<file path="config.mk">
export PLATFORM = sky130hd
export DESIGN_NAME = ckc_clock_control
export DESIGN_NICKNAME = d
export VERILOG_FILES = /design/src/ckc_clock_control.v
export VERILOG_INCLUDE_DIRS = /design/src
export SDC_FILE = /design/constraint.sdc
export NUM_CORES = 1
export LEC_CHECK = 0
export ABC_AREA = 0
export BUFFER_PORTS_ARGS = -buffer_cell sky130_fd_sc_hd__buf_2
export CORE_MARGIN = 2
export CORE_UTILIZATION = 50
export CTS_CLUSTER_DIAMETER = 40
export DETAILED_ROUTE_END_ITERATION = 10
export PLACE_DENSITY = 0.72
export RECOVER_POWER = 50
export SLEW_MARGIN = 40
export SYNTH_ARGS = -nofsm -noshare
export SYNTH_HDL_FRONTEND = slang
export SYNTH_SLANG_ARGS = --single-unit
</file>
<file path="constraint.sdc">
create_clock -name clk_sys -period 6.6 [get_ports clk_sys]
set_clock_uncertainty 0.2 [all_clocks]
set_input_delay 0.66 -clock clk_sys [delete_from_list [all_inputs] [get_ports clk_sys]]
set_output_delay 0.66 -clock clk_sys [all_outputs]
set_load 0.02 [all_outputs]
</file>
<file path="src/ckc_consts.vh">
// Constants for the clock source and slow RC calibration block
`ifndef CKC_CONSTS_VH
`define CKC_CONSTS_VH
`define CKC_ADDR_CLOCK_CONTROL 8'hc6
`define CKC_ADDR_CLOCK_STATUS  8'hc7
`define CKC_ADDR_SLEEP_REQ     8'hc8
`define CKC_ADDR_RATE_LIMIT    8'hc9
`define CKC_BIT_SLOW_SEL       7
`define CKC_BIT_SYS_SEL        6
`define CKC_RST_CLOCK_CONTROL  8'hc9
`define CKC_CAL_TIME_US        2000
`define CKC_ABORT_TIME_US      130
`define CKC_CLK_MHZ            50
`define CKC_CAL_CYCLES         (`CKC_CAL_TIME_US * `CKC_CLK_MHZ)
`define CKC_ABORT_CYCLES       (`CKC_ABORT_TIME_US * `CKC_CLK_MHZ)
`define CKC_DIV_NARROW_XTAL    11'd750
`define CKC_DIV_WIDE_XTAL      11'd1500
`endif

</file>
<file path="src/ckc_clock_control.v">
// Clock source selection and slow RC calibration sequencer
//
// Functional notes
// - Without error correction, divider setting limits maximum radio data rate
// - Calibrated RC runs at crystal over 750/1500
// - Calibration needs RC running, crystal stable
// - Never run both slow oscillators together
// - Reset enables and selects slow RC oscillator
// - Crystal selection starts repeated RC calibration
// - One calibration pass lasts about 2 ms
// - Later calibrations abort on switch or sleep
// - Initial calibration finishes before request acts
// - After initial, act about 130 us later
// - Slow select bit 7, reset 1
// - Slow select returns to 1 after deep sleep
// - System select bit 6, reset 1
// - Switch clock only after oscillator stable
`timescale 1ns/10ps
`default_nettype none
`include "ckc_consts.vh"
module ckc_clock_control #(
	parameter CAL_CYCLES   = `CKC_CAL_CYCLES,
	parameter ABORT_CYCLES = `CKC_ABORT_CYCLES,
	parameter WIDE_XTAL    = 0
) (
	// Clock and reset
	input  wire       clk_sys,
	input  wire       rstn,
	// Register port
	input  wire [7:0] reg_addr,
	input  wire [7:0] reg_wdata,
	input  wire       reg_wr,
	input  wire       reg_rd,
	output reg  [7:0] reg_rdata,
	// Oscillator status
	input  wire       crystal_stable_flag,
	input  wire       rc_fast_stable,
	input  wire       slow_rc_running,
	input  wire       wake_from_deep,
	// Oscillator control
	output reg        sys_clk_on_crystal,
	output reg        fast_crystal_en,
	output reg        fast_rc_en,
	output reg        slow_rc_en,
	output reg        slow_xtal_en,
	output reg        cal_active,
	output reg        sleep_enter,
	output reg [1:0]  sleep_mode,
	output reg [10:0] slow_rc_divisor
);
	localparam ST_IDLE  = 2'd0;
	localparam ST_CAL   = 2'd1;
	localparam ST_ABORT = 2'd2;
	localparam [23:0] CAL_LAST   = CAL_CYCLES[23:0] - 24'h000001;
	localparam [23:0] ABORT_LAST = ABORT_CYCLES[23:0] - 24'h000001;
	localparam [10:0] DIV_SEL    = WIDE_XTAL ? `CKC_DIV_WIDE_XTAL : `CKC_DIV_NARROW_XTAL;

	reg  [7:0]  ctl_q;
	reg  [1:0]  st_q;
	reg  [23:0] cnt_q;
	reg         init_done_q;
	reg         pend_q;
	reg         pend_sleep_q;
	reg  [1:0]  pend_mode_q;
	reg         switch_rc_q;
	reg         error_corr_q;
	reg  [1:0]  mod_fmt_q;

	wire sel_rc   = ctl_q[`CKC_BIT_SYS_SEL];
	wire wr_ctl   = reg_wr && reg_addr == `CKC_ADDR_CLOCK_CONTROL;
	wire wr_sleep = reg_wr && reg_addr == `CKC_ADDR_SLEEP_REQ;
	wire wr_rate  = reg_wr && reg_addr == `CKC_ADDR_RATE_LIMIT;
	wire req_rc   = wr_ctl && !sel_rc && reg_wdata[`CKC_BIT_SYS_SEL];
	wire req_slp  = wr_sleep && reg_wdata[1:0] != 2'b00;
	wire req_any  = req_rc || req_slp;
	wire cal_ok   = slow_rc_running && crystal_stable_flag && fast_crystal_en;
	wire cal_last   = cnt_q >= CAL_LAST;
	wire abort_last = cnt_q >= ABORT_LAST;
	wire in_idle    = st_q == ST_IDLE;
	wire act_now    = in_idle && (pend_q || (req_any && !sel_rc) || req_slp);
	wire act_sleep  = pend_q ? pend_sleep_q : req_slp;
	wire [1:0] act_mode = pend_q ? pend_mode_q : reg_wdata[1:0];
	wire cal_start  = in_idle && !act_now && !sel_rc && !switch_rc_q
		&& ctl_q[`CKC_BIT_SLOW_SEL] && cal_ok;

	// Maximum baud in kBaud for divider and format (0 MSK, 1 GFSK, 2 2-FSK)
	function [9:0] max_kbaud;
		input [2:0] div;
		input [1:0] fmt;
		begin
			case (div)
			3'h0, 3'h1, 3'h2, 3'h3: max_kbaud = (fmt == 2'd1) ? 10'd250 : 10'd500;
			3'h4: max_kbaud = (fmt == 2'd1) ? 10'd250 : 10'd400;
			3'h5: max_kbaud = 10'd200;
			3'h6: max_kbaud = 10'd100;
			default: max_kbaud = 10'd50;
			endcase
		end
	endfunction

	wire [2:0] div_eff = error_corr_q ? 3'h0 : ctl_q[2:0];
	wire [9:0] rate_kbaud = max_kbaud(div_eff, mod_fmt_q);
	wire [9:0] rate_half  = rate_kbaud >> 1;

	// Control register
	always @(posedge clk_sys or negedge rstn) begin
		if (!rstn) begin
			ctl_q <= `CKC_RST_CLOCK_CONTROL;
		end else if (wake_from_deep) begin
			ctl_q[`CKC_BIT_SLOW_SEL] <= 1'b1;
		end else if (wr_ctl) begin
			ctl_q[5:0] <= reg_wdata[5:0];
			if (sel_rc)
				ctl_q[`CKC_BIT_SLOW_SEL] <= reg_wdata[`CKC_BIT_SLOW_SEL];
			if (!reg_wdata[`CKC_BIT_SYS_SEL])
				ctl_q[`CKC_BIT_SYS_SEL] <= 1'b0;
		end else if (switch_rc_q && rc_fast_stable) begin
			ctl_q[`CKC_BIT_SYS_SEL] <= 1'b1;
		end
	end

	// Rate limit configuration
	always @(posedge clk_sys or negedge rstn) begin
		if (!rstn) begin
			error_corr_q <= 1'b0;
			mod_fmt_q <= 2'd0;
		end else if (wr_rate) begin
			error_corr_q <= reg_wdata[7];
			mod_fmt_q <= reg_wdata[1:0];
		end
	end

	// Calibration state and pass counter
	always @(posedge clk_sys or negedge rstn) begin
		if (!rstn) begin
			st_q <= ST_IDLE;
			cnt_q <= 24'h000000;
		end else begin
			case (st_q)
			ST_IDLE: begin
				if (cal_start) begin
					st_q <= ST_CAL;
					cnt_q <= 24'h000000;
				end
			end
			ST_CAL: begin
				if (sel_rc || !cal_ok) begin
					st_q <= ST_IDLE;
					cnt_q <= 24'h000000;
				end else if (init_done_q && (req_any || pend_q)) begin
					st_q <= ST_ABORT;
					cnt_q <= 24'h000000;
				end else if (cal_last) begin
					cnt_q <= 24'h000000;
					if (pend_q) begin
						st_q <= ST_IDLE;
					end
				end else begin
					cnt_q <= cnt_q + 24'h000001;
				end
			end
			ST_ABORT: begin
				if (abort_last) begin
					st_q <= ST_IDLE;
					cnt_q <= 24'h000000;
				end else begin
					cnt_q <= cnt_q + 24'h000001;
				end
			end
			default: begin
				st_q <= ST_IDLE;
				cnt_q <= 24'h000000;
			end
			endcase
		end
	end

	// Initial calibration finished flag
	always @(posedge clk_sys or negedge rstn) begin
		if (!rstn) begin
			init_done_q <= 1'b0;
		end else begin
			if (sel_rc && !switch_rc_q) begin
				init_done_q <= 1'b0;
			end else if (st_q == ST_CAL && cal_ok && !sel_rc && cal_last) begin
				init_done_q <= 1'b1;
			end
		end
	end

	// Pending switch or sleep request
	always @(posedge clk_sys or negedge rstn) begin
		if (!rstn) begin
			pend_q <= 1'b0;
			pend_sleep_q <= 1'b0;
			pend_mode_q <= 2'b00;
		end else begin
			if (act_now) begin
				pend_q <= 1'b0;
			end else if (req_any && !pend_q) begin
				pend_q <= 1'b1;
				pend_sleep_q <= req_slp;
				pend_mode_q <= reg_wdata[1:0];
			end
		end
	end

	// Switch back to fast RC oscillator
	always @(posedge clk_sys or negedge rstn) begin
		if (!rstn) begin
			switch_rc_q <= 1'b0;
		end else begin
			if (act_now && !act_sleep) begin
				switch_rc_q <= 1'b1;
			end else if (switch_rc_q && rc_fast_stable && !wr_ctl) begin
				switch_rc_q <= 1'b0;
			end
		end
	end

	// Sleep entry pulse
	always @(posedge clk_sys or negedge rstn) begin
		if (!rstn) begin
			sleep_enter <= 1'b0;
			sleep_mode <= 2'b00;
		end else begin
			sleep_enter <= act_now && act_sleep;
			if (act_now && act_sleep) begin
				sleep_mode <= act_mode;
			end
		end
	end

	// Oscillator enables
	always @(posedge clk_sys or negedge rstn) begin
		if (!rstn) begin
			fast_crystal_en <= 1'b0;
			fast_rc_en <= 1'b1;
			slow_rc_en <= 1'b1;
			slow_xtal_en <= 1'b0;
		end else begin
			fast_crystal_en <= !sel_rc;
			fast_rc_en <= sel_rc || switch_rc_q;
			slow_rc_en <= ctl_q[`CKC_BIT_SLOW_SEL];
			slow_xtal_en <= !ctl_q[`CKC_BIT_SLOW_SEL];
		end
	end

	// System clock source
	always @(posedge clk_sys or negedge rstn) begin
		if (!rstn) begin
			sys_clk_on_crystal <= 1'b0;
		end else begin
			sys_clk_on_crystal <= !sel_rc && crystal_stable_flag;
		end
	end

	// Calibration status and divisor
	always @(posedge clk_sys or negedge rstn) begin
		if (!rstn) begin
			cal_active <= 1'b0;
			slow_rc_divisor <= DIV_SEL;
		end else begin
			cal_active <= st_q == ST_CAL;
			slow_rc_divisor <= DIV_SEL;
		end
	end

	// Read data
	always @(posedge clk_sys or negedge rstn) begin
		if (!rstn) begin
			reg_rdata <= 8'h00;
		end else begin
			reg_rdata <= 8'h00;
			if (reg_rd) begin
				case (reg_addr)
				`CKC_ADDR_CLOCK_CONTROL: begin
					reg_rdata <= ctl_q;
				end
				`CKC_ADDR_CLOCK_STATUS: begin
					reg_rdata <= {4'h0, pend_q, init_done_q, st_q};
				end
				`CKC_ADDR_RATE_LIMIT: begin
					reg_rdata <= rate_half[7:0];
				end
				default: begin
					reg_rdata <= 8'h00;
				end
				endcase
			end
		end
	end
endmodule
`default_nettype wire

</file>
==> results of run 1 <==
==> cells in the mapped netlist (2+ instances only) <==
| master | number | area share, % |
|---|---|---|
| a211oi_1 | 6 | 1.4 |
| a21oi_1 | 14 | 2.2 |
| a22o_1 | 2 | 0.54 |
| a22oi_1 | 3 | 0.69 |
| a31oi_1 | 2 | 0.38 |
| a32oi_1 | 3 | 0.81 |
| and2_1 | 9 | 1.7 |
| and3_1 | 3 | 0.58 |
| buf_4 | 12 | 2.8 |
| buf_6 | 4 | 1.4 |
| clkbuf_1 | 4 | 0.46 |
| conb_1 | 2 | 0.23 |
| dfrtp_1 | 54 | 42 |
| dfstp_2 | 6 | 4.8 |
| ha_1 | 4 | 1.5 |
| inv_1 | 6 | 0.69 |
| mux2_2 | 16 | 5.5 |
| mux2i_1 | 3 | 0.92 |
| nand2_1 | 28 | 3.2 |
| nand2b_1 | 3 | 0.58 |
| nand3_1 | 11 | 1.7 |
| nand3b_1 | 3 | 0.69 |
| nand4_1 | 5 | 0.96 |
| nor2_1 | 19 | 2.2 |
| nor2b_1 | 5 | 0.96 |
| nor3_1 | 17 | 2.6 |
| nor4_1 | 7 | 1.3 |
| o211ai_1 | 4 | 0.92 |
| o21ai_0 | 15 | 2.3 |
| o22a_1 | 2 | 0.54 |
| o31ai_1 | 5 | 1.2 |
| or3_2 | 2 | 0.46 |
| or4_1 | 4 | 0.92 |
| xnor2_1 | 3 | 0.81 |
| xor2_1 | 3 | 0.81 |
==> stage by stage <==
stage	hold WS [ns]	utilization, %	instances
2_1_floorplan	0.164	-	326
3_3_place_gp	0.183	54.1	420
3_5_place_dp	0.181	54.1	420
4_1_cts	0.194	57.9	436
5_1_grt	0.238	57.8	437
6_report	0.220	57.8	437
==> logic make-up after synthesis <==
logic type	Yosys count
AO/OA/AOI/OAI	66
XOR/XNOR	6
adder cells (fa/ha/maj)	4
buffers and inverters	31
flip-flops	60
multiplexers	19
other	2
AND/OR/NAND/NOR	129
==> how the worst max path moves through the flow <==
| stage | start | endpoint | slack (ns) | cells after the start |
|---|---|---|---|---|
| global route | rstn | cnt_q[3] | 2.87 | 3 |
| detailed placement | reg_addr[1] | cnt_q[15] | 3.37 | 6 |
| global placement | reg_addr[1] | cnt_q[15] | 3.51 | 6 |
| CTS | reg_addr[1] | cnt_q[15] | 3.76 | 6 |
| finish | rstn | cnt_q[13] | 3.50 | 3 |
| floorplan | reg_addr[1] | st_q[0] | 3.99 | 7 |
==> layout make-up <==
| type | instances | area (um^2) |
|---|---|---|
| clock inverter | 7 | 115 |
| clock buffer | 9 | 124 |
| sequential | 60 | 1510 |
| fill | 566 | 2660 |
| multi-input combinational | 235 | 1570 |
| timing repair buffer | 43 | 210 |
| tap | 77 | 96.3 |
| inverter | 6 | 22.5 |
==> power by group through the flow <==
stage	Combinational [mW]	Clock, mW	Sequential [mW]
floorplan	0.139	0	0.394
global placement	0.171	0	0.391
detailed placement	0.175	0	0.391
CTS	0.176	0.403	0.385
global route	0.194	0.419	0.386
finish	0.176	0.399	0.384
==> layer usage <==
layer / share of wire [%] / GRT usage (%) / up-vias
met5: 0 / 0 / -
met4: 1.5 / 7.22 / 0
met3: 6.9 / 5.11 / 10
met2: 45 / 29.3 / 98
met1: 47 / 29.1 / 1183
li1: - / - / 1224
==> state kept, by name, indices dropped and copies added, names as in the netlist <==
name / flops
fast_crystal_en: 1
ctl_q: 8
init_done_q: 1
slow_rc_en: 1
error_corr_q: 1
cal_active: 1
sys_clk_on_crystal: 1
pend_q: 1
sleep_mode: 2
sleep_enter: 1
switch_rc_q: 1
pend_mode_q: 2
mod_fmt_q: 2
st_q: 2
slow_xtal_en: 1
fast_rc_en: 1
pend_sleep_q: 1
cnt_q: 24
reg_rdata: 8
==> worst max-delay path: stages <==
cell and delay (ns):
buf_2 0.07, clkbuf_1 1.08, clkbuf_1 1.23
==> impl_metrics.csv, run 1 <==
group,metric,value,unit
outcome,status,"finished with violations",
outcome,violations,"max-capacitance violations, max-slew violations",
logic_synthesis,synth_top_family_by_area,"simple AND/OR/NAND/NOR gates",
die,num_io_pins,52,
placed_design,pre_cts_ws,3.37,ns
min_path,holdPathEnd,"slow_rc_en",
placed_design,gp_congestion,0.879,
die,core.rowCount,29,
worst_setup_path,r2r_end,"cnt_q[15]",
timing,fin_ws,3.50,ns
cells_and_area,layout_commonest_cell,"dfrtp_1",
die,coreArea,6310,um^2
timing,tns,0,ns
cts,cts_setup_buffers,0,
timing,fin_crit_sh,46.9,%
cts,tritoncts,"done",
logic_synthesis,synth-compound-area-share,15.2,%
global_route,antenna_found_initial,0,
cells_and_area,postLayoutCellArea,3650,um^2
logic_synthesis,synthAdderAreaFrac,1.54,%
cts,path_clk_slew,0.07,ns
power_and_ir_drop,share_seq_of_total_power,40.1,%
logic_synthesis,synth-xor-area-share,1.62,%
cts,cts_max_path_buffers,2,
worst_setup_path,ff2ff_setup_slack,3.76,ns
power_and_ir_drop,clock_power_share,41.6,%
timing,min_period,3.10,ns
timing,hold_viol,0,
logic_synthesis,muxShareOfSynthArea,6.46,%
logic_synthesis,yosysWarnings,0,
die,die_x,84.6,um
routing,drtIter0Drc,152,
logic_synthesis,seq_area_frac_synth,46.4,%
power_and_ir_drop,swShare,29.6,%
routing,wl_per_cell,15.6,um
logic_synthesis,async_flop_share,100,%
power_and_ir_drop,combPwrFrac,18.4,%
global_route,grt_max_degree,61,
logic_synthesis,synthCells,317,
power_and_ir_drop,power.density,263,nW/um^2
power_and_ir_drop,p_int,676,uW
cells_and_area,mostFrequentLayoutCells,"54 x dfrtp_1, 39 x buf_2, 28 x nand2_1, 19 x nor2_1, 17 x nor3_1",
cts,cts-htree-levels,3,
timing,final-setup-viol-count,0,
power_and_ir_drop,p_switching,284,uW
global_route,grt_pass1_vias,2319,
worst_setup_path,crit_type,"in -> async",
job,cap_violations,2,
routing,drc,0,
cts,numCtsBuffers,9,
logic_synthesis,synth_edf_count,0,
logic_synthesis,synthFlopType,"dfrtp_1",
timing,maxSlewViolCount,62,
cts,clkLatencyLatePin,0.35,ns
worst_setup_path,critical_path_required,6.57,ns
timing,maxSlewHeadroom,-6.04,%
min_path,hp-start,"ctl_q[7]",
routing,wirelength,6820,um
logic_synthesis,synth_seq_cells,60,
placed_design,hpwl,4790,um
cells_and_area,area_growth,12.2,%
min_path,hold_depth,0,
placed_design,placed_cell_area,3420,um^2
global_route,overflow,0,
global_route,grt_pass1_wl,11300,um
logic_synthesis,syn_avg_cell_area,10.3,um^2
cts,clock_tree.root_cell,"clkbuf_8",
die,die_h,84.6,um
routing,drt_pass1_iterations,4,
worst_setup_path,r2r_start,"ctl_q[7]",
logic_synthesis,synthSimpleGateAreaFrac,22.2,%
placed_design,io_buffers,40,
power_and_ir_drop,leakage,1.60,nW
cells_and_area,final_nets,383,
power_and_ir_drop,finalPower,960,uW
timing,rsz0062_at_grt,"false",
min_path,hold_class,"reg -> reg",
logic_synthesis,syn_area,3250,um^2
cells_and_area,antenna_cells,0,
worst_setup_path,end_kind,"asynchronous set/reset pin",
cts,cts.repair.resized,0,
cts,cts_hold_buf,0,
die,start_util,51.5,%
worst_setup_path,start_kind,"primary input",
power_and_ir_drop,ir_worst_vdd,0.150,mV
routing,ant_nets,0,
cells_and_area,drive_above_1_share,24.7,%
routing,viasPerCell,5.76,
routing,vias,2515,
worst_setup_path,cp_max_fo,31,
cts,cts_sinks,60,
global_route,grt_usage,20.1,%
logic_synthesis,synth.distinct_cells,63,
die,fp.dieArea,7160,um^2
timing,max_freq,323,MHz
worst_setup_path,critPathArrivalTime,3.06,ns
timing,worstMarginPinSlew,1.59,ns
worst_setup_path,r2r_cells,5,
No activity file was read; power rests on OpenSTA's default activity.
==> run 2: changes to the inputs <==
clock period = 3.2 ns   (was 6.6 ns; I/O delays follow)
==> run 2 against run 1 <==
  * Sequential cell count did not move
  * Highest routed layer unchanged
  * Sequential share of layout area rose by 0.16 points
  * Design area fell by 0.38%
  * Worst setup slack got worse by 3.0 ns
  * Power rose by 99%
  * Critical path depth rose by 2
  * Non-clock buffer count rose by 3
  * Die area did not move
  * Register-to-register slack got worse by 3.3 ns
  * Critical path type is now reg -> reg
  * Sequential power rose by 110%
  * Utilization fell by 0.22 points
  * The run now ends clean
  * Largest power group is now sequential cells
==> impl_metrics.csv, run 2 (synthesis results as in run 1) <==
group,metric,value,unit
min_path,hold_class,"in -> reg",
global_route,grt_pass1_vias,2426,
cts,numCtsBuffers,9,
routing,dr_wl_met2,3120,um
cts,cts_sinks,60,
routing,wirelength,6940,um
cts,cts.repair.resized,0,
die,coreArea,6310,um^2
power_and_ir_drop,share_seq_of_total_power,41.7,%
die,die_h,84.6,um
power_and_ir_drop,combPwrFrac,20.0,%
cells_and_area,area_growth,11.8,%
routing,wl_per_cell,15.8,um
die,core.rowCount,29,
cells_and_area,largest_reg_flops,24,
timing,hold_ws,0.0124,ns
cells_and_area,layout_commonest_cell,"dfrtp_1",
timing,maxSlewViolCount,0,
routing,vias,2539,
cts,tritoncts,"done",
power_and_ir_drop,power.density,524,nW/um^2
timing,final-setup-viol-count,0,
global_route,grt_usage,21.1,%
timing,rsz0062_at_grt,"false",
timing,min_period,2.70,ns
outcome,status,"finished clean",
routing,wl_met1,3370,um
placed_design,hpwl,5130,um
worst_setup_path,crit_type,"reg -> reg",
cts,cts_max_path_buffers,2,
cells_and_area,fill_cells,563,
placed_design,gp_congestion,0.908,
timing,maxSlewHeadroom,24.7,%
cells_and_area,mostFrequentLayoutCells,"54 x dfrtp_1, 28 x nand2_1, 22 x buf_2, 21 x clkbuf_1, 19 x nor2_1",
cts,clkLatencyLatePin,0.34,ns
cells_and_area,largest-register,"cnt_q",
routing,drt_pass1_iterations,4,
power_and_ir_drop,clock_power_share,38.2,%
worst_setup_path,end_kind,"flip-flop",
placed_design,io_buffers,40,
routing,wl_met3,309,um
power_and_ir_drop,swShare,29.7,%
timing,fin_crit_sh,84.4,%
die,num_io_pins,52,
power_and_ir_drop,p_switching,567,uW
power_and_ir_drop,p_int,1.34,mW
cells_and_area,drive_above_1_share,20.4,%
global_route,antenna_found_initial,0,
routing,highest_layer,"met4",
routing,viasPerCell,5.77,
die,fp.dieArea,7160,um^2
power_and_ir_drop,ir_worst_vdd,0.284,mV
routing,drtIter0Drc,211,
cts,cts_setup_buffers,0,
global_route,grt_pass1_wl,11900,um
global_route,grt_max_degree,40,
routing,ant_nets,0,
timing,hold_viol,0,
die,die_x,84.6,um
worst_setup_path,critical_path_required,3.18,ns
job,cap_violations,0,
timing,tns,0,ns
worst_setup_path,cp_max_fo,23,
timing,max_freq,370,MHz
cts,clock_tree.root_cell,"clkbuf_8",
cells_and_area,largestRegisters,"cnt_q (24), ctl_q (8), reg_rdata (8)",
worst_setup_path,start_kind,"flip-flop",
cts,cts-htree-levels,3,
cells_and_area,final_nets,386,
worst_setup_path,critPathArrivalTime,2.68,ns
power_and_ir_drop,leakage,1.55,nW
global_route,overflow,0,
die,start_util,51.5,%
cells_and_area,antenna_cells,0,
routing,drc,0,
cts,path_clk_slew,0.07,ns
cts,cts_hold_buf,1,
timing,worstMarginPinSlew,1.13,ns
==> run 2: final cells by class <==
cell class,count,area (um^2),area share (%)
repair buffers,46,219,6.02
inverters,6,22.5,0.619
well taps,77,96.3,2.65
flip-flops and latches,60,1510,41.5
clock inverters,1,30.0,0.826
multi-input cells,235,1570,43.3
clock buffers,15,186,5.13
==> run 2: worst max-delay path, stage by stage (launching register included) <==
cell and delay (ns):
dfstp_1 0.58, inv_1 0.11, o41ai_4 0.57, o21ai_4 0.28, nor2_1 0.66, nor3_1 0.14
==> run 2: metrics by stage <==
stage / total power, mW / utilization (%) / cell area, um^2 / worst slack, ns / instances
4_1_cts: 1.92 / 58.0 / 3660 / 0.575 / 440
2_1_floorplan: 1.10 / - / 3290 / 0.843 / 326
6_report: 1.91 / 57.6 / 3640 / 0.500 / 440
3_3_place_gp: 1.18 / 54.5 / 3440 / 0.591 / 423
3_5_place_dp: 1.19 / 54.5 / 3440 / 0.522 / 423
5_1_grt: 1.99 / 57.6 / 3640 / 0.284 / 440
==> run 2: power groups by stage <==
| stage | combinational (mW) | sequential [mW] | clock, mW |
|---|---|---|---|
| 2_1_floorplan | 0.286 | 0.813 | 0 |
| 3_3_place_gp | 0.370 | 0.807 | 0 |
| 3_5_place_dp | 0.381 | 0.809 | 0 |
| 4_1_cts | 0.381 | 0.795 | 0.742 |
| 5_1_grt | 0.416 | 0.799 | 0.777 |
| 6_report | 0.382 | 0.796 | 0.729 |
==> run 2: layer usage <==
| metal | GRT usage [%] | vias up |
|---|---|---|
| met1 | 31.4 | 1240 |
| met4 | 8.95 | 0 |
| li1 | - | 1221 |
| met2 | 30.1 | 67 |
| met3 | 3.83 | 11 |
| met5 | 0 | - |
==> run 2: path summary, 6_finish.rpt <==
path	start	to	slack, ns	cells after the start
worst max-delay path	ctl_q[7]	cnt_q[3]	0.50	5
worst min-delay path	reg_wdata[4]	ctl_q[4]	0.01	2
worst max register to register	ctl_q[7]	cnt_q[3]	0.50	5
worst min register to register	ctl_q[7]	slow_rc_en	0.22	0
max in group asynchronous	rstn	pend_mode_q[1]	0.77	3
min in group asynchronous	rstn	sys_clk_on_crystal	0.52	2
==> run 3: changes to the inputs <==
clock period = 2.6 ns   (was 3.2 ns; I/O delays follow)
==> run 3 against run 2 <==
  * Die area stayed put
  * First-iteration DRC count down 11%
  * Design area rose by 5.9%
  * Clock power is 17% higher
  * Critical path type unchanged
  * Largest cell class unchanged
  * Sequential power increased by 23%
  * Power rose by 24%
  * Global-route usage up 0.42 points
==> impl_metrics.csv, run 3 (synthesis results as in run 1) <==
group,metric,value,unit
worst_setup_path,critical_path_required,2.65,ns
worst_setup_path,start_kind,"flip-flop",
timing,maxSlewHeadroom,31.6,%
timing,fin_crit_sh,94.3,%
worst_setup_path,cp_top_family,"compound AO/OA/AOI/OAI gates",
worst_setup_path,crit_type,"reg -> reg",
worst_setup_path,cp_cell_sequence,"nand3b_1 -> o22a_1 -> a2bb2oi_1 -> a211oi_4 -> buf_4 -> nor4_1",
worst_setup_path,slowest_stage,"dfstp_2",
cells_and_area,area_growth,18.4,%
min_path,hold_class,"in -> reg",
die,num_io_pins,52,
worst_setup_path,critPathArrivalTime,2.50,ns
cts,tritoncts,"done",
die,coreArea,6310,um^2
cts,cts-htree-levels,3,
job,cap_violations,0,
power_and_ir_drop,power.density,614,nW/um^2
global_route,grt_pass1_wl,12100,um
power_and_ir_drop,share_seq_of_total_power,41.4,%
global_route,grt_max_degree,36,
cells_and_area,final_nets,411,
placed_design,io_buffers,40,
cells_and_area,fill_cells,546,
global_route,grt_usage,21.5,%
timing,rsz0062_at_grt,"false",
cts,numCtsBuffers,9,
power_and_ir_drop,combPwrFrac,22.5,%
die,start_util,51.5,%
cts,clkLatencyLatePin,0.35,ns
placed_design,gp_congestion,0.925,
routing,viasPerCell,5.79,
power_and_ir_drop,leakage,1.71,nW
cells_and_area,layout.cells.non_filler,465,
cells_and_area,antenna_cells,0,
routing,wl_per_cell,15.7,um
routing,drtIter0Drc,188,
routing,ant_nets,0,
cells_and_area,largestRegisters,"cnt_q (24), ctl_q (8), reg_rdata (8)",
cts,cts_max_path_buffers,2,
worst_setup_path,crit_path_max_incr_delay,0.63,ns
die,die_h,84.6,um
power_and_ir_drop,p_switching,752,uW
power_and_ir_drop,p_int,1.61,mW
cells_and_area,largest-register,"cnt_q",
cts,cts_sinks,60,
placed_design,hpwl,5140,um
global_route,overflow,0,
cts,clock_tree.root_cell,"clkbuf_8",
routing,drc,0,
power_and_ir_drop,ir_worst_vdd,0.291,mV
worst_setup_path,cp_max_fo,10,
cells_and_area,largest_reg_flops,24,
outcome,status,"finished clean",
cells_and_area,postLayoutCellArea,3850,um^2
power_and_ir_drop,swShare,31.8,%
cts,path_clk_slew,0.07,ns
cells_and_area,drive_above_1_share,27.6,%
die,die_x,84.6,um
cells_and_area,layout_commonest_cell,"dfrtp_1",
cells_and_area,post-route-util,61.0,%
timing,min_period,2.45,ns
routing,vias,2692,
timing,worstMarginPinSlew,1.03,ns
global_route,grt_pass1_vias,2543,
timing,maxSlewViolCount,0,
timing,final-setup-viol-count,0,
worst_setup_path,end_kind,"flip-flop",
timing,hold_viol,0,
placed_design,dpl.cell_count,436,
timing,hold_ws,0.00744,ns
routing,wirelength,7310,um
worst_setup_path,critPathBufInv,1,
power_and_ir_drop,clock_power_share,36.2,%
die,core.rowCount,29,
timing,max_freq,408,MHz
cells_and_area,mostFrequentLayoutCells,"54 x dfrtp_1, 38 x buf_2, 28 x nand2_1, 19 x nor2_1",
die,fp.dieArea,7160,um^2
routing,drt_pass1_iterations,4,
timing,tns,0,ns
placed_design,placed_cell_area,3550,um^2
global_route,antenna_found_initial,0,
[run 3: changes by cell type in the layout (fill, tap and decap cells not counted), moves of 3 or more]
| cell | change |
|---|---|
| buf_2 | +16 |
| clkbuf_1 | -16 |
| buf_4 | +14 |
| dlygate4sd3_1 | +9 |
| clkbuf_8 | -3 |
| clkinvlp_4 | +3 |
[run 3: power by group through the flow]
stage	Combinational [mW]	Sequential, mW	Clock [mW]
finish	0.531	0.979	0.855
global route	0.581	0.980	0.914
CTS	0.498	0.978	0.873
detailed placement	0.487	0.995	0
global placement	0.483	0.994	0
floorplan	0.353	1.00	0
[run 3: layout make-up]
cell class | count | area (um^2) | area share [%]
repair buffers | 70 | 438 | 11.4
clock inverters | 5 | 61.3 | 1.59
inverters | 6 | 22.5 | 0.585
well taps | 77 | 96.3 | 2.50
flip-flops and latches | 60 | 1510 | 39.2
multi-input cells | 236 | 1580 | 41.1
clock buffers | 11 | 141 | 3.67
[run 3: final timing paths]
check                                    start            endpoint  slack (ns)  cells past startpoint
min                        crystal_stable_flag  sys_clk_on_crystal       0.007                      2
max reg2reg                           ctl_q[6]           cnt_q[15]        0.15                      6
min in group asynchronous                 rstn           cnt_q[21]        0.35                      2
max                                   ctl_q[6]           cnt_q[15]        0.15                      6
max in group asynchronous                 rstn        mod_fmt_q[1]        0.44                      3
min reg2reg                           ctl_q[7]          slow_rc_en        0.22                      0
[run 3: per-stage QoR]
| stage | power, mW | setup slack [ns] |
|---|---|---|
| 4_1_cts | 2.35 | 0.0485 |
| 2_1_floorplan | 1.35 | 0.243 |
| 3_3_place_gp | 1.48 | 0.0931 |
| 3_5_place_dp | 1.48 | 0.0430 |
| 5_1_grt | 2.48 | 0.0121 |
| 6_report | 2.37 | 0.148 |
[run 3: metal layers]
layer | routed length (um) | up-vias | track usage (%) | part of all wire (%)
met2 | 3390 | 108 | 33.1 | 46
met1 | 3300 | 1295 | 29.3 | 45
met5 | 0 | - | 0 | 0
li1 | - | 1279 | - | -
met4 | 116 | 0 | 7.65 | 1.6
met3 | 504 | 10 | 5.80 | 6.9
[run 3: what timing repair did]
action | 4_1_cts | 5_1_grt
hold endpoints to repair | 42 | 0
setup buffers | 0 | 2
setup endpoints to repair | 0 | 15
gates resized for setup | 0 | 0
hold buffers | 10 | 0
